File: src/ber_ctrl_defs.svh
`ifndef BER_CTRL_DEFS_SVH
`define BER_CTRL_DEFS_SVH

// Register addresses on the management port
`define ADDR_OUTMODE   8'h1f
`define ADDR_SELMODE   8'h22
`define ADDR_ERRCTLA   8'h1e

// Field positions
`define OM_MODE_HI     2
`define OM_STDBY_BIT   4
`define OM_EN_BIT      5
`define SM_HOLD_BIT    1
`define SM_RATE_BIT    3
`define EA_START_BIT   3
`define EA_LEN_HI      7
`define EA_LEN_LO      5
`define EA_SEL_HI      2

// Output mode codes
`define MODE_NORMAL    3'h0
`define MODE_OFFSET     3'h1
`define MODE_DDR        3'h2
`define MODE_OFFSET_DDR 3'h3
`define MODE_PRBS      3'h5

// Measurement length base exponent and step
`define LEN_BASE_EXP   6'h12
`define LEN_STEP_EXP   6'h03
`define NUM_COUNT_BYTES 3'h5
`define LEN_MAX_CODE   3'h7
`define LEN_MAX_EXP    6'h27

// Reset values
`define REG_RESET      8'h00

`endif

File: src/ber_ctrl_pkg.sv
package ber_ctrl_pkg;
  typedef enum logic [1:0] {
    MEAS_IDLE,
    MEAS_ARMED,
    MEAS_RUN
  } meas_state_t;
endpackage : ber_ctrl_pkg

File: src/ber_monitor_output_mode_control.sv
`timescale 1ns/100ps
`default_nettype none
`include "ber_ctrl_defs.svh"

// Overview of operation
// (RULE_01) Output mode code 000 gives normal single data rate recovered data.
// (RULE_02) Output mode code 001 routes the offset decision path samples to the data output.
// (RULE_03) Output mode code 010 runs the outputs in double data rate mode.
// (RULE_04) Output mode code 011 gives offset decision path samples with double data rate timing.
// (RULE_05) Output mode code 101 in bits 2:0 enables the pattern generator and detector.
// (RULE_06) Bit 5 enables the error monitor and bit 4 places it in low-power standby.
// (RULE_07) A write of 1 then 0 to the start bit begins an error measurement.
// (RULE_08) Bits 7:5 set measurement length 2^18 to 2^39 bits and bits 2:0 pick a count byte.
// (RULE_09) Bit 1 of the mode select register enables clock holdover.
// (RULE_10) Bit 3 of the mode select register resets to 0 and enables limited-rate operation.
// (RULE_11) Software writes zero to unused bits and avoids reserved output mode codes.
module ber_monitor_output_mode_control
  import ber_ctrl_pkg::*;
(
  input  wire logic        ref_clk_in,       // System clock, 50 MHz
  input  wire logic        rst_in,           // Asynchronous reset, active high
  input  wire logic        wr_en_in,         // Register write strobe
  input  wire logic [7:0]  addr_in,          // Register address
  input  wire logic [7:0]  wdata_in,         // Register write data
  input  wire logic [39:0] error_count_in,   // Error count from the monitor
  output logic      [7:0]  rdata_out,        // Read data for addr_in
  output logic             normal_sdr_out,   // Normal data rate output
  output logic             offset_path_out,  // Offset decision path drives data
  output logic             ddr_enable_out,   // Double data rate timing
  output logic             prbs_enable_out,  // Pattern generator/detector enabled
  output logic             monitor_en_out,   // Error monitor enabled
  output logic             monitor_stdby_out, // Error monitor standby
  output logic             holdover_out,     // Clock holdover mode
  output logic             limited_rate_out, // Limited-rate loop operation
  output logic      [5:0]  meas_len_exp_out, // Measurement length exponent
  output logic             meas_start_out,   // One-cycle measurement start pulse
  output logic             measuring_out     // Measurement in progress
);

  ////////////////////////////////////////////////////////////////////////////
  // Register storage
  logic [7:0]  outmode_reg;
  logic [7:0]  selmode_reg;
  logic [7:0]  errctla_reg;
  meas_state_t state;
  meas_state_t next_state;

  // Decoded write strobes
  wire wr_outmode = wr_en_in && (addr_in == `ADDR_OUTMODE);
  wire wr_selmode = wr_en_in && (addr_in == `ADDR_SELMODE);
  wire wr_errctla = wr_en_in && (addr_in == `ADDR_ERRCTLA);

  // Register writes
  always_ff @(posedge ref_clk_in or posedge rst_in) begin
    if (rst_in) begin
      outmode_reg <= `REG_RESET;
      selmode_reg <= `REG_RESET;            // [RULE_10]
      errctla_reg <= `REG_RESET;
    end else begin
      if (wr_outmode) outmode_reg <= wdata_in;
      if (wr_selmode) selmode_reg <= wdata_in;
      if (wr_errctla) errctla_reg <= wdata_in;
    end
  end

  ////////////////////////////////////////////////////////////////////////////
  // Output mode decode
  wire [2:0] mode       = outmode_reg[`OM_MODE_HI:0];
  wire       m_normal   = (mode == `MODE_NORMAL);                          // [RULE_01]
  wire       m_offset   = (mode == `MODE_OFFSET) || (mode == `MODE_OFFSET_DDR); // [RULE_02] [RULE_04]
  wire       m_ddr      = (mode == `MODE_DDR) || (mode == `MODE_OFFSET_DDR);    // [RULE_03] [RULE_04]
  wire       m_prbs     = (mode == `MODE_PRBS);                            // [RULE_05]

  // Measurement length exponent: base plus three per code step
  wire [2:0] len_code   = errctla_reg[`EA_LEN_HI:`EA_LEN_LO];
  wire [5:0] len_exp    = `LEN_BASE_EXP + 6'(len_code) * `LEN_STEP_EXP;   // [RULE_08]

  // Start pulse: set bit then cleared bit
  wire start_bit        = errctla_reg[`EA_START_BIT];
  wire start_fall       = wr_errctla && start_bit && !wdata_in[`EA_START_BIT]; // [RULE_07]

  // Write that sets the start bit; arms the measurement from idle or from a run
  function automatic logic start_set(input logic wr, input logic [7:0] d);
    return wr && d[`EA_START_BIT];
  endfunction : start_set

  // Measurement state
  always_comb begin
    next_state = state;
    case (state)
      MEAS_IDLE:  if (start_set(wr_errctla, wdata_in)) next_state = MEAS_ARMED;  // [RULE_07]
      MEAS_ARMED: if (start_fall) next_state = MEAS_RUN;                        // [RULE_07]
      MEAS_RUN:   if (start_set(wr_errctla, wdata_in)) next_state = MEAS_ARMED;  // [RULE_07]
      default:    next_state = MEAS_IDLE;
    endcase
  end

  // Readback selection
  wire [7:0] count_byte;
  count_byte_select u_sel (
    .count_in (error_count_in),
    .sel_in   (errctla_reg[`EA_SEL_HI:0]), // [RULE_08]
    .byte_out (count_byte)
  );
  wire [7:0] rd_mux = (addr_in == `ADDR_OUTMODE) ? outmode_reg :
                      (addr_in == `ADDR_SELMODE) ? selmode_reg :
                      (addr_in == `ADDR_ERRCTLA) ? count_byte  : 8'h00;

  ////////////////////////////////////////////////////////////////////////////
  // Registered outputs
  always_ff @(posedge ref_clk_in or posedge rst_in) begin
    if (rst_in) begin
      state            <= MEAS_IDLE;
      rdata_out        <= 8'h00;
      normal_sdr_out   <= 1'b0;
      offset_path_out  <= 1'b0;
      ddr_enable_out   <= 1'b0;
      prbs_enable_out  <= 1'b0;
      monitor_en_out   <= 1'b0;
      monitor_stdby_out <= 1'b0;
      holdover_out     <= 1'b0;
      limited_rate_out <= 1'b0;
      meas_len_exp_out <= 6'h00;
      meas_start_out   <= 1'b0;
      measuring_out    <= 1'b0;
    end else begin
      state            <= next_state;
      rdata_out        <= rd_mux;
      normal_sdr_out   <= m_normal;                          // [RULE_01]
      offset_path_out  <= m_offset;                          // [RULE_02]
      ddr_enable_out   <= m_ddr;                             // [RULE_03]
      prbs_enable_out  <= m_prbs;                            // [RULE_05]
      monitor_en_out   <= outmode_reg[`OM_EN_BIT];           // [RULE_06]
      monitor_stdby_out <= outmode_reg[`OM_STDBY_BIT];       // [RULE_06]
      holdover_out     <= selmode_reg[`SM_HOLD_BIT];         // [RULE_09]
      limited_rate_out <= selmode_reg[`SM_RATE_BIT];         // [RULE_10]
      meas_len_exp_out <= len_exp;                           // [RULE_08]
      meas_start_out   <= start_fall;                        // [RULE_07]
      measuring_out    <= (next_state == MEAS_RUN);
    end
  end
endmodule : ber_monitor_output_mode_control

`default_nettype wire

File: src/count_byte_select.sv
`timescale 1ns/100ps
`default_nettype none
`include "ber_ctrl_defs.svh"

// Selects one byte of the 40-bit error count for readback
module count_byte_select (
  input  wire logic [39:0] count_in, // Error count
  input  wire logic [2:0]  sel_in,   // Byte index
  output logic      [7:0]  byte_out  // Selected byte, zero when out of range
);
  logic [7:0] bytes [0:4];
  genvar g;
  generate
    for (g = 0; g < 5; g = g + 1) begin : g_byte
      assign bytes[g] = count_in[8*g +: 8];
    end
  endgenerate
  assign byte_out = (sel_in < `NUM_COUNT_BYTES) ? bytes[sel_in] : 8'h00;
endmodule : count_byte_select

`default_nettype wire
File: config.mk
export PLATFORM = sky130hd
export DESIGN_NAME = ber_monitor_output_mode_control
export DESIGN_NICKNAME = d
export VERILOG_FILES = /design/src/ber_ctrl_pkg.sv /design/src/ber_monitor_output_mode_control.sv /design/src/count_byte_select.sv
export VERILOG_INCLUDE_DIRS = /design/src
export SDC_FILE = /design/constraint.sdc
export NUM_CORES = 1
export LEC_CHECK = 0
export ABC_AREA = 1
export BUFFER_PORTS_ARGS = -buffer_cell sky130_fd_sc_hd__buf_2
export CORE_MARGIN = 3
export CORE_UTILIZATION = 50
export CTS_BUF_LIST = sky130_fd_sc_hd__clkbuf_4
export DETAILED_ROUTE_END_ITERATION = 8
export GPL_TIMING_DRIVEN = 0
export PLACE_DENSITY = 0.79
export RECOVER_POWER = 50
export SYNTH_ARGS = -nofsm -noshare
export SYNTH_HDL_FRONTEND = slang
export SYNTH_HIERARCHICAL = 1
export SYNTH_SLANG_ARGS = --single-unit
File: constraint.sdc
create_clock -name ref_clk_in -period 3.5 [get_ports ref_clk_in]
set_input_delay 0.525 -clock ref_clk_in [delete_from_list [all_inputs] [get_ports ref_clk_in]]
set_output_delay 0.525 -clock ref_clk_in [all_outputs]
set_load 0.005 [all_outputs]
Word level (Yosys, flattened, before mapping)
Index checks and enable logic that the tools add are counted.

storage, ports and cells
  flip-flop bits (word level) = 50
  logic and storage cells = 53
  input bits = 59

operators by class
  multipliers = 1
  equality and inequality tests = 10
  $lt $le $gt $ge = 2
  reductions and logical operators = 12
  mux-type cells = 10
  bitwise logic cells = 1
  add/sub/neg operators = 1

operators by type and width
  operator             number
  $mux 8               6
  $bmux 8 s3           1
  $eq 8x5->1 const B   2
  $eq 8x6->1 const B   1
  $add 5x5->6 const A  1
  $eq 3x2->1 const B   2
  $logic_and 1x1->1    6
  $mul 3x2->5 const B  1
  $eq 2x2->1 const B   2
  $ge 4x4->1 const B   1
  $mux 2               2
  $not 3->4            1
  $pmux 2 s2           1
  $eq 3x1->1 const B   1
  $eq 3x3->1 const B   1
  $logic_not 3->1      1
  $lt 3x3->1 const B   1
  $eq 2x1->1 const B   1
  $logic_not 2->1      1
  $logic_or 1x1->1     2
  $reduce_or 2->1      1
  $logic_not 1->1      1

Logic depth before layout (Yosys ltp)
Gate-level depths: netlist of the first run.

  depth in word-level cells = 8
  gate-level depth with buffers = 12

Hierarchy
The synthesis of the first run kept the hierarchy.

by module, submodules not included
  module                           cells an instance  instances  sequential area each (µm²)  area each (µm²)
  ber_monitor_output_mode_control  213                1          1226.2                      2070.7
  count_byte_select                120                1          0.0                         505.5

Worst setup path after synthesis of the first run
Ideal clock, no wire load.

  kind = in2reg
  start = input port addr_in[6]
  end = register outmode_reg[2]
  setup slack = 2170 ps
  setup time = 118 ps
  cell stages on the path = 9
  required time = 3382 ps
  arrival = 1213 ps
  path buffers = 1
  cells stage by stage = inv_1 -> nand2_2 -> nor2_2 -> nand2_2 -> inv_2 -> nand2_2 -> buf_6 -> nand2_1 -> o21ai_2

between the ends
  word-level cells in the longest chain between the ends = 2

ends and longest elaborated chain
  what                  line                                   source
  from (decl)           ber_monitor_output_mode_control.sv:23  input wire logic [7:0] addr_in,
  $eq 8x5->1 (no line)  --
  $logic_and 1x1->1     ber_monitor_output_mode_control.sv:49  wire wr_outmode = wr_en_in && (addr_in == `ADDR_OUTMODE);
  to (signal assigned)  ber_monitor_output_mode_control.sv:56  outmode_reg <= `REG_RESET;
  to (signal assigned)  ber_monitor_output_mode_control.sv:60  if (wr_outmode) outmode_reg <= wdata_in;
  to (decl)             ber_monitor_output_mode_control.sv:42  logic [7:0] outmode_reg;

Every way passes these cells.
A chain may end at the register's enable or synchronous reset.

Worst setup path in the final report of the first run
  start = input port addr_in[6]
  end = register selmode_reg[0]

between the ends
  word-level cells in the longest chain between the ends = 2

ends and longest elaborated chain
  what                  line                                   source
  $eq 8x6->1 (no line)  --
  $logic_and 1x1->1     ber_monitor_output_mode_control.sv:50  wire wr_selmode = wr_en_in && (addr_in == `ADDR_SELMODE);
  to (signal assigned)  ber_monitor_output_mode_control.sv:57  selmode_reg <= `REG_RESET;
  to (signal assigned)  ber_monitor_output_mode_control.sv:61  if (wr_selmode) selmode_reg <= wdata_in;
  to (decl)             ber_monitor_output_mode_control.sv:43  logic [7:0] selmode_reg;

Every way passes these cells.

==> results.sh, run 1 <==
export IMPL_post_cts_buffers=0
export IMPL_swShare_pct=26.19
export IMPL_fin_nets=486
export IMPL_start_util_pct=53.14
export IMPL_die_y_um=77.78
export IMPL_p_comb_share_pct=15.2
export IMPL_async_flop_share_pct=100.0
export IMPL_core_um2=4848
export IMPL_critPathMaxFanout=10
export IMPL_arrival_ns=1.89
export IMPL_port_buffers=81
export IMPL_hpwlAfterDp_mm=4.441
export IMPL_drv_slew=0
export IMPL_syn_num_nets=397
export IMPL_yosys_top_cells_count="nand2_1 (120), inv_1 (58), dfrtp_1 (49)"
export IMPL_ir_drop_uv=241.1
export IMPL_n_antenna_cell=0
export IMPL_slowest_stage="nor2_1"
export IMPL_htreeDepth=2
export IMPL_critical_path_startpoint_type="input pin"
export IMPL_synthToLayoutAreaGrowth_pct=21.47
export IMPL_pin_count=83
export IMPL_cts_hold_buf=0
export IMPL_grt_overflow=0
export IMPL_cts_resized=0
export IMPL_die_w_um=77.78
export IMPL_hp_class="in -> async"
export IMPL_fin_tns_setup_ns=0
export IMPL_yosys_warnings=6
export IMPL_place_congestion=0.8051
export IMPL_power_per_cell_area_nw_per_um2=330.3
export IMPL_global_route_usage_total_pct=19.78
export IMPL_p_leak_nw=1.939
export IMPL_worst_slew_pin_slew_ns=0.7090
export IMPL_drt_iter0_markers=135
export IMPL_cts_buffers=5
export IMPL_ys_seq_elements=49
export IMPL_avgSynthCellArea_um2=7.736
export IMPL_internal_power_mw=0.7630
export IMPL_clock_root_buffer="clkbuf_4"
export IMPL_cp_end_kind="flop"
export IMPL_synth_area_top_cells="dfrtp_1 (48%), nand2_1 (17%), inv_1 (8.5%)"
export IMPL_drive_gt1_share_pct=29.08
export IMPL_slowest_delay_ns=0.55
export IMPL_grt_pass1_vias=2243
export IMPL_synth_edf_count=0
export IMPL_grt_first_pass_wirelength_mm=9.618
export IMPL_switchingPower_mw=0.2707
export IMPL_sequentialPowerShare_pct=58.5
export IMPL_clock_latency_ns=0.37
export IMPL_path_clk_slew_ns=0.13
export IMPL_synth_cell_types=24
export IMPL_remaining_drc_errors=0
export IMPL_skew_ns=0.006551
export IMPL_path_class="in -> reg"
export IMPL_drt_first_pass_iters=4
export IMPL_rsz0062_at_grt="no"
export IMPL_crit_chain="buf_2 > inv_1 > nand2_2 > nor2_1 > nand2_4 > nor2_8 > nand2_1 > o21ai_1"
export IMPL_antenna_found_initial=0
export IMPL_seq_area_frac_synth_pct=47.60
export IMPL_cts_tree="built"
export IMPL_layout_cells_non_filler=490
export IMPL_synth_ff_type="dfrtp_1"
export IMPL_netlist_area_um2=2576
export IMPL_vias_per_cell=4.647
export IMPL_drv_cap=0
export IMPL_status="finished clean"
export IMPL_placementRows=25
export IMPL_ant_nets=0
export IMPL_grt_max_degree=39
export IMPL_final_period_utilization_pct=45.47
export IMPL_dp_cells=482
export IMPL_yosys_area_top_type="dfrtp_1"
export IMPL_max_freq_ghz=0.6283
export IMPL_synth_top_area_share_pct=47.60
export IMPL_routed_via_count=2277
export IMPL_relSlewSlack_pct=52.56
export IMPL_clockBufferDepth=2
export IMPL_wl_mm=5.560
export IMPL_power_frac_clock_pct=26.3
export IMPL_wl_per_cell_um=11.35
export IMPL_cts_num_sinks=49
export IMPL_synthCells=333
export IMPL_setup_viol=0
export IMPL_yosysMostFrequentCell="nand2_1"
export IMPL_required_ns=3.80
export IMPL_die_area_um2=6050
export IMPL_hold_viol=0
export IMPL_fin_crit_ns=1.592
## final cells by class
type	count	area (µm²)
multi-input combinational	213	1031
fill	450	1719
clock buffer	8	60.06
timing repair buffer	82	425.4
buffer	7	58.81
sequential	49	1226
tap	67	83.83
inverter	64	244.0
## logic make-up (layout without fill, tap and decap cells)
family / after synthesis / count (layout) / share of synthesized area (%)
adder cells (fa/ha/maj): 5 / 5 / 2.428
buffers and inverters: 71 / 161 / 11.75
flip-flops: 49 / 49 / 47.60
AO/OA/AOI/OAI: 23 / 23 / 5.148
AND/OR/NAND/NOR: 185 / 185 / 33.07
## through the flow
step	instance area [µm²]	utilization, %	worst slack (ns)	total power [mW]	hold slack, ns
after global placement	3065	63.23	1.248	0.7693	0.3718
after CTS	3146	64.88	1.965	1.042	0.06098
after global routing	3129	64.54	1.730	1.092	0.1608
after detailed placement	3085	63.64	1.953	0.7763	0.3723
after floorplan	2576	-	1.802	0.7054	0.3537
final	3129	64.54	1.908	1.034	0.1381
## final timing paths
check / from / endpoint / slack [ns] / depth (start not counted)
max reg2reg: errctla_reg[1]$_DFFE_PP0N_ / rdata_out[5]$_DFF_PP0_ / 1.92 / 10
min: rst_in / monitor_stdby_out$_DFF_PP0_ / 0.14 / 2
min reg2reg: errctla_reg[5]$_DFFE_PP0N_ / meas_len_exp_out[0]$_DFF_PP0_ / 0.40 / 0
max: addr_in[6] / selmode_reg[0]$_DFFE_PP0P_ / 1.91 / 8
min in group ref_clk_in: wdata_in[1] / selmode_reg[1]$_DFFE_PP0P_ / 0.38 / 3
max in group asynchronous: rst_in / errctla_reg[0]$_DFFE_PP0N_ / 2.82 / 3
## power by group through the flow
stage / Combinational (mW) / Clock [mW] / Sequential [mW]
floorplan: 0.0896 / 0 / 0.616
global placement: 0.154 / 0 / 0.615
detailed placement: 0.161 / 0 / 0.616
CTS: 0.162 / 0.276 / 0.605
global route: 0.182 / 0.302 / 0.609
finish: 0.157 / 0.272 / 0.605
## routing by layer
| layer | global-route usage, % | vias up | share of wire (%) |
|---|---|---|---|
| li1 | - | 1185 | - |
| met1 | 26.00 | 1010 | 44 |
| met2 | 32.62 | 71 | 48 |
| met3 | 3.828 | 11 | 6.1 |
| met4 | 6.762 | 0 | 1.9 |
| met5 | 0 | - | 0 |
## worst max-delay path: cells and delay by family
| family | cells | cell delay (ns) |
|---|---|---|
| AO/OA/AOI/OAI | 1 | 0.10 |
| buffers and inverters | 2 | 0.15 |
| AND/OR/NAND/NOR | 5 | 1.11 |
## layout by cell type (no fill, tap or decap), types with 6 or more instances in the layout
cell type,n
o21ai_1,8
nand3_1,37
dfrtp_1,49
nand2_1,120
nand2_2,6
inv_1,58
nor2_1,9
o21ai_0,10
buf_2,83
clkbuf_4,8
(Power assumes the default switching activity.)
==> run 2, diff against run 1 <==
==> constraint.sdc (replaced) <==
create_clock -name ref_clk_in -period 1.48 [get_ports ref_clk_in]
set_input_delay 0.222 -clock ref_clk_in [delete_from_list [all_inputs] [get_ports ref_clk_in]]
set_output_delay 0.222 -clock ref_clk_in [all_outputs]
set_load 0.005 [all_outputs]
==> results.sh, run 2 (same netlist as run 1, synthesis figures left out) <==
export IMPL_final_period_utilization_pct=94.74
export IMPL_synthToLayoutAreaGrowth_pct=24.04
export IMPL_grt_first_pass_wirelength_mm=9.660
export IMPL_drt_iter0_markers=110
export IMPL_routed_via_count=2297
export IMPL_fin_crit_ns=1.402
export IMPL_drive_gt1_share_pct=31.00
export IMPL_reg2reg_depth=11
export IMPL_finalPower_mw=2.466
export IMPL_cts_buffers=5
export IMPL_place_ws_ns=-0.01275
export IMPL_grt_overflow=0
export IMPL_vias_per_cell=4.631
export IMPL_critPathMaxFanout=10
export IMPL_hp_class="in -> reg"
export IMPL_placementRows=25
export IMPL_core_um2=4848
export IMPL_start_util_pct=53.14
export IMPL_stdcell_area_um2=3196
export IMPL_clock_root_buffer="clkbuf_4"
export IMPL_arrival_ns=1.72
export IMPL_hold_viol=0
export IMPL_layout_common_cells="nand2_1 (119), buf_2 (82), inv_1 (56), dfrtp_1 (49), nand3_1 (36)"
export IMPL_worst_slew_pin_slew_ns=0.5074
export IMPL_pin_count=83
export IMPL_grt_pass1_vias=2273
export IMPL_global_route_usage_total_pct=19.80
export IMPL_fill_cells=438
export IMPL_ir_drop_uv=568.9
export IMPL_drv_cap=0
export IMPL_die_area_um2=6050
export IMPL_cts_num_sinks=49
export IMPL_required_ns=1.79
export IMPL_drt_first_pass_iters=4
export IMPL_rsz0062_at_grt="yes"
export IMPL_clockBufferDepth=2
export IMPL_wl_per_cell_um=11.31
export IMPL_clock_latency_ns=0.37
export IMPL_worst_slack_ns=0.07788
export IMPL_multi_input_area_um2=1050
export IMPL_min_path_cells=3
export IMPL_placed_cell_area_um2=3085
export IMPL_drv_slew=0
export IMPL_setup_viol=0
export IMPL_cts_tree="built"
export IMPL_ant_nets=0
export IMPL_cp_end_kind="flop"
export IMPL_fin_nets=492
export IMPL_critical_path_startpoint_type="flop"
export IMPL_die_w_um=77.78
export IMPL_n_antenna_cell=0
export IMPL_path_clk_slew_ns=0.13
export IMPL_hpwlAfterDp_mm=4.441
export IMPL_htreeDepth=2
export IMPL_remaining_drc_errors=0
export IMPL_wl_mm=5.612
export IMPL_die_y_um=77.78
export IMPL_path_class="reg -> reg"
export IMPL_port_buffers=81
export IMPL_grt_max_degree=39
export IMPL_p_leak_nw=1.985
export IMPL_antenna_found_initial=0
export IMPL_skew_ns=0.006044
export IMPL_power_per_cell_area_nw_per_um2=771.6
export IMPL_place_congestion=0.8051
export IMPL_status="finished clean"
export IMPL_postLayoutCoreUtil_pct=65.91
export IMPL_final_common_cell="nand2_1"
export IMPL_hold_ws_ns=0.07121
export IMPL_max_freq_ghz=0.7132
export IMPL_reg2reg_slack_ns=0.08
export IMPL_relSlewSlack_pct=66.17
export IMPL_seq_area_um2=1226
==> run 2: cell types whose count changed in the layout (fill, tap and decap cells not counted), sizes merged <==
cell / delta
dlygate4sd3: +1
clkbuf: +1
buf: +4
==> run 2: worst max-delay path: stages (launching register included) <==
cell	delay, ns
dfrtp_1	0.41
buf_6	0.14
buf_8	0.13
nand2_1	0.06
nand3_1	0.07
nand2_1	0.07
nand2_1	0.06
nand2_2	0.08
nand3_1	0.08
nand2_1	0.09
nand3_2	0.09
nand2_1	0.08
==> run 2: repair_timing <==
item | 4_1_cts | 5_1_grt
pin swaps | 1 | 5
buffers inserted | 2 | 4
setup endpoints to repair | 2 | 4
resized for setup | 1 | 10
hold endpoints to repair | 11 | 0
hold buffers | 1 | 0
==> run 2: layout make-up <==
type,count,area share [%]
Sequential cell,49,38.37
Multi-Input combinational cell,213,32.85
Timing Repair Buffer,89,14.64
Inverter,64,7.713
Tap cell,67,2.623
Buffer,6,1.919
Clock buffer,8,1.879
==> run 2: report_power, final <==
group,total (mW),switching (mW),internal [mW]
clock network,0.645,0.400,0.245
registers,1.43,0.0293,1.40
logic,0.389,0.220,0.169
total,2.47,0.649,1.82
==> run 2: stage by stage <==
step | std cells | setup TNS (ns)
detailed placement | 482 | -0.01275
finish | 496 | 0
floorplan | 333 | 0
CTS | 493 | 0
global placement | 481 | -22.90
global route | 496 | -0.06716
==> run 2: path summary, 6_finish.rpt <==
path                                             from                             to
setup / recovery           errctla_reg[0]$_DFFE_PP0N_         rdata_out[5]$_DFF_PP0_
hold / removal                            wdata_in[1]     selmode_reg[1]$_DFFE_PP0P_
setup reg to reg           errctla_reg[0]$_DFFE_PP0N_         rdata_out[5]$_DFF_PP0_
hold reg to reg            errctla_reg[5]$_DFFE_PP0N_  meas_len_exp_out[0]$_DFF_PP0_
max in group asynchronous                      rst_in     errctla_reg[0]$_DFFE_PP0N_
min in group asynchronous                      rst_in    monitor_stdby_out$_DFF_PP0_
==> run 2: metal layers <==
layer	vias up	part of all wire, %	global-route usage (%)
li1	1204	-	-
met1	1019	44	25.62
met2	65	49	33.13
met3	9	5.6	3.828
met4	0	1.5	6.762
met5	-	0	0
==> run 3, diff against run 2 <==
==> constraint.sdc (replaced) <==
create_clock -name ref_clk_in -period 1.48 [get_ports ref_clk_in]
set_input_delay 0.444 -clock ref_clk_in [delete_from_list [all_inputs] [get_ports ref_clk_in]]
set_output_delay 0.444 -clock ref_clk_in [all_outputs]
set_load 0.005 [all_outputs]
==> results.sh, run 3 (same netlist as run 1, synthesis figures left out) <==
export IMPL_p_comb_share_pct=15.1
export IMPL_fin_nets=491
export IMPL_global_route_usage_total_pct=20.40
export IMPL_final_common_cell="nand2_1"
export IMPL_grt_first_pass_wirelength_mm=9.853
export IMPL_place_congestion=0.8601
export IMPL_placementRows=25
export IMPL_start_util_pct=53.14
export IMPL_clock_latency_ns=0.37
export IMPL_layout_cells_non_filler=494
export IMPL_ant_nets=0
export IMPL_wl_per_cell_um=11.92
export IMPL_synthToLayoutAreaGrowth_pct=24.62
export IMPL_antenna_found_initial=0
export IMPL_internal_power_mw=1.911
export IMPL_required_ns=1.79
export IMPL_p_leak_nw=1.978
export IMPL_relSlewSlack_pct=33.84
export IMPL_hp_class="in -> async"
export IMPL_rsz0062_at_grt="yes"
export IMPL_fill_cells=412
export IMPL_cts_buffers=5
export IMPL_drt_iter0_markers=147
export IMPL_drive_gt1_share_pct=31.62
export IMPL_final_period_utilization_pct=97.42
export IMPL_clock_root_buffer="clkbuf_4"
export IMPL_critical_path_startpoint_type="flop"
export IMPL_power_per_cell_area_nw_per_um2=799.8
export IMPL_die_w_um=77.78
export IMPL_setup_viol=0
export IMPL_hpwlAfterDp_mm=4.513
export IMPL_stdcell_area_um2=3211
export IMPL_switchingPower_mw=0.6570
export IMPL_sequentialPowerShare_pct=55.8
export IMPL_swShare_pct=25.59
export IMPL_clockBufferDepth=2
export IMPL_grt_max_degree=50
export IMPL_dp_cells=481
export IMPL_placed_cell_area_um2=3069
export IMPL_status="finished clean"
export IMPL_n_antenna_cell=0
export IMPL_core_um2=4848
export IMPL_layout_common_cells="nand2_1 (118), buf_2 (81), inv_1 (56), dfrtp_1 (49), nand3_1 (35)"
export IMPL_crit_buf_inv=1
export IMPL_path_clk_slew_ns=0.13
export IMPL_critPathMaxFanout=10
export IMPL_die_area_um2=6050
export IMPL_fin_crit_ns=1.442
export IMPL_cts_hold_buf=0
export IMPL_pin_count=83
export IMPL_slowest_delay_ns=0.40
export IMPL_slowest_stage="dfrtp_1"
export IMPL_arrival_ns=1.75
export IMPL_hold_viol=0
export IMPL_remaining_drc_errors=0
export IMPL_grt_overflow=0
export IMPL_port_buffers=81
export IMPL_worst_path_dominant_cell_family="simple AND/OR/NAND/NOR gates"
export IMPL_drv_slew=0
export IMPL_skew_ns=0.009589
export IMPL_grt_pass1_vias=2245
export IMPL_drv_cap=0
export IMPL_crit_chain="clkbuf_4 > nor3_4 > nand2_1 > nand2_1 > nand3_1 > nand2_1 > nand3_2 > nand2_2"
export IMPL_worst_slew_pin_slew_ns=0.9903
export IMPL_die_y_um=77.78
export IMPL_vias_per_cell=4.800
export IMPL_reg2reg_depth=8
export IMPL_cp_common_cell="nand2_1"
export IMPL_power_frac_clock_pct=29.1
export IMPL_max_freq_ghz=0.6936
export IMPL_htreeDepth=2
export IMPL_cp_end_kind="flop"
export IMPL_cts_tree="built"
export IMPL_ir_drop_uv=661.4
export IMPL_drt_first_pass_iters=4
export IMPL_wl_mm=5.889
export IMPL_path_depth=8
export IMPL_cts_num_sinks=49
export IMPL_path_class="reg -> reg"
export IMPL_routed_via_count=2371
## run 3: cell types whose count changed in the layout (fill, tap and decap cells not counted), sizes merged
cell,change
inv,-1
bufinv,+1
clkinv,+1
buf,-2
clkbuf,-1
dlygate4sd3,-1
clkinvlp,+1
## run 3: through the flow
stage                     setup WS [ns]  hold WS (ns)  power (mW)  setup TNS, ns  utilization [%]
after detailed placement       -0.01923        0.3685       1.831       -0.01923            63.30
after global routing           -0.04575        0.2670       2.708        -0.1214            66.22
after CTS                       0.01252        0.2814       2.570              0            64.98
final                           0.03817        0.2697       2.568              0            66.22
after floorplan                  0.1794        0.3537       1.669              0                -
after global placement         0.005130        0.3664       1.822              0            63.30
## run 3: area by class of cell
class / count / area (µm²) / area share, %
plain buffers: 6 / 53.80 / 1.676
clock buffers: 5 / 37.54 / 1.169
clock inverters: 2 / 35.03 / 1.091
inverters: 64 / 252.7 / 7.872
multi-input cells: 213 / 1067 / 33.24
flip-flops and latches: 49 / 1226 / 38.19
well taps: 67 / 83.83 / 2.611
repair buffers: 88 / 454.2 / 14.15
## run 3: power groups by stage
| stage | clock network [mW] | logic (mW) | registers, mW |
|---|---|---|---|
| after floorplan | 0 | 0.212 | 1.46 |
| after global placement | 0 | 0.366 | 1.46 |
| after detailed placement | 0 | 0.373 | 1.46 |
| after CTS | 0.761 | 0.375 | 1.43 |
| after global routing | 0.825 | 0.442 | 1.44 |
| final | 0.748 | 0.388 | 1.43 |
## run 3: worst register-to-register path: cells and delay by family (launching register included)
kind,cells,cell delay [ns]
buffers and inverters,1,0.21
flip-flops,1,0.40
AND/OR/NAND/NOR,7,0.80
## run 3: final timing paths
| check | slack, ns | to | start |
|---|---|---|---|
| worst max-delay path | 0.04 | rdata_out[0]$_DFF_PP0_ | errctla_reg[1]$_DFFE_PP0N_ |
| worst min-delay path | 0.27 | monitor_stdby_out$_DFF_PP0_ | rst_in |
| worst max register to register | 0.04 | rdata_out[0]$_DFF_PP0_ | errctla_reg[1]$_DFFE_PP0N_ |
| worst min register to register | 0.40 | meas_len_exp_out[0]$_DFF_PP0_ | errctla_reg[5]$_DFFE_PP0N_ |
| max in group asynchronous | 0.67 | rdata_out[1]$_DFF_PP0_ | rst_in |
| min in group ref_clk_in | 0.28 | selmode_reg[7]$_DFFE_PP0P_ | wdata_in[7] |
## run 3: timing repair
item | in CTS | in global routing
gates resized for setup | 2 | 11
buffers inserted | 2 | 5
endpoints found under the hold margin | 0 | 0
setup endpoints to repair | 2 | 3
pin swaps | 1 | 8
cloned | 0 | 0
## run 3: routing by layer
| layer | up-vias | GRT usage, % | part of all wire, % |
|---|---|---|---|
| met3 | 17 | 4.640 | 7.1 |
| met1 | 1079 | 26.17 | 42 |
| met2 | 80 | 33.65 | 48 |
| met5 | - | 0 | 0 |
| li1 | 1195 | - | - |
| met4 | 0 | 7.473 | 2.3 |
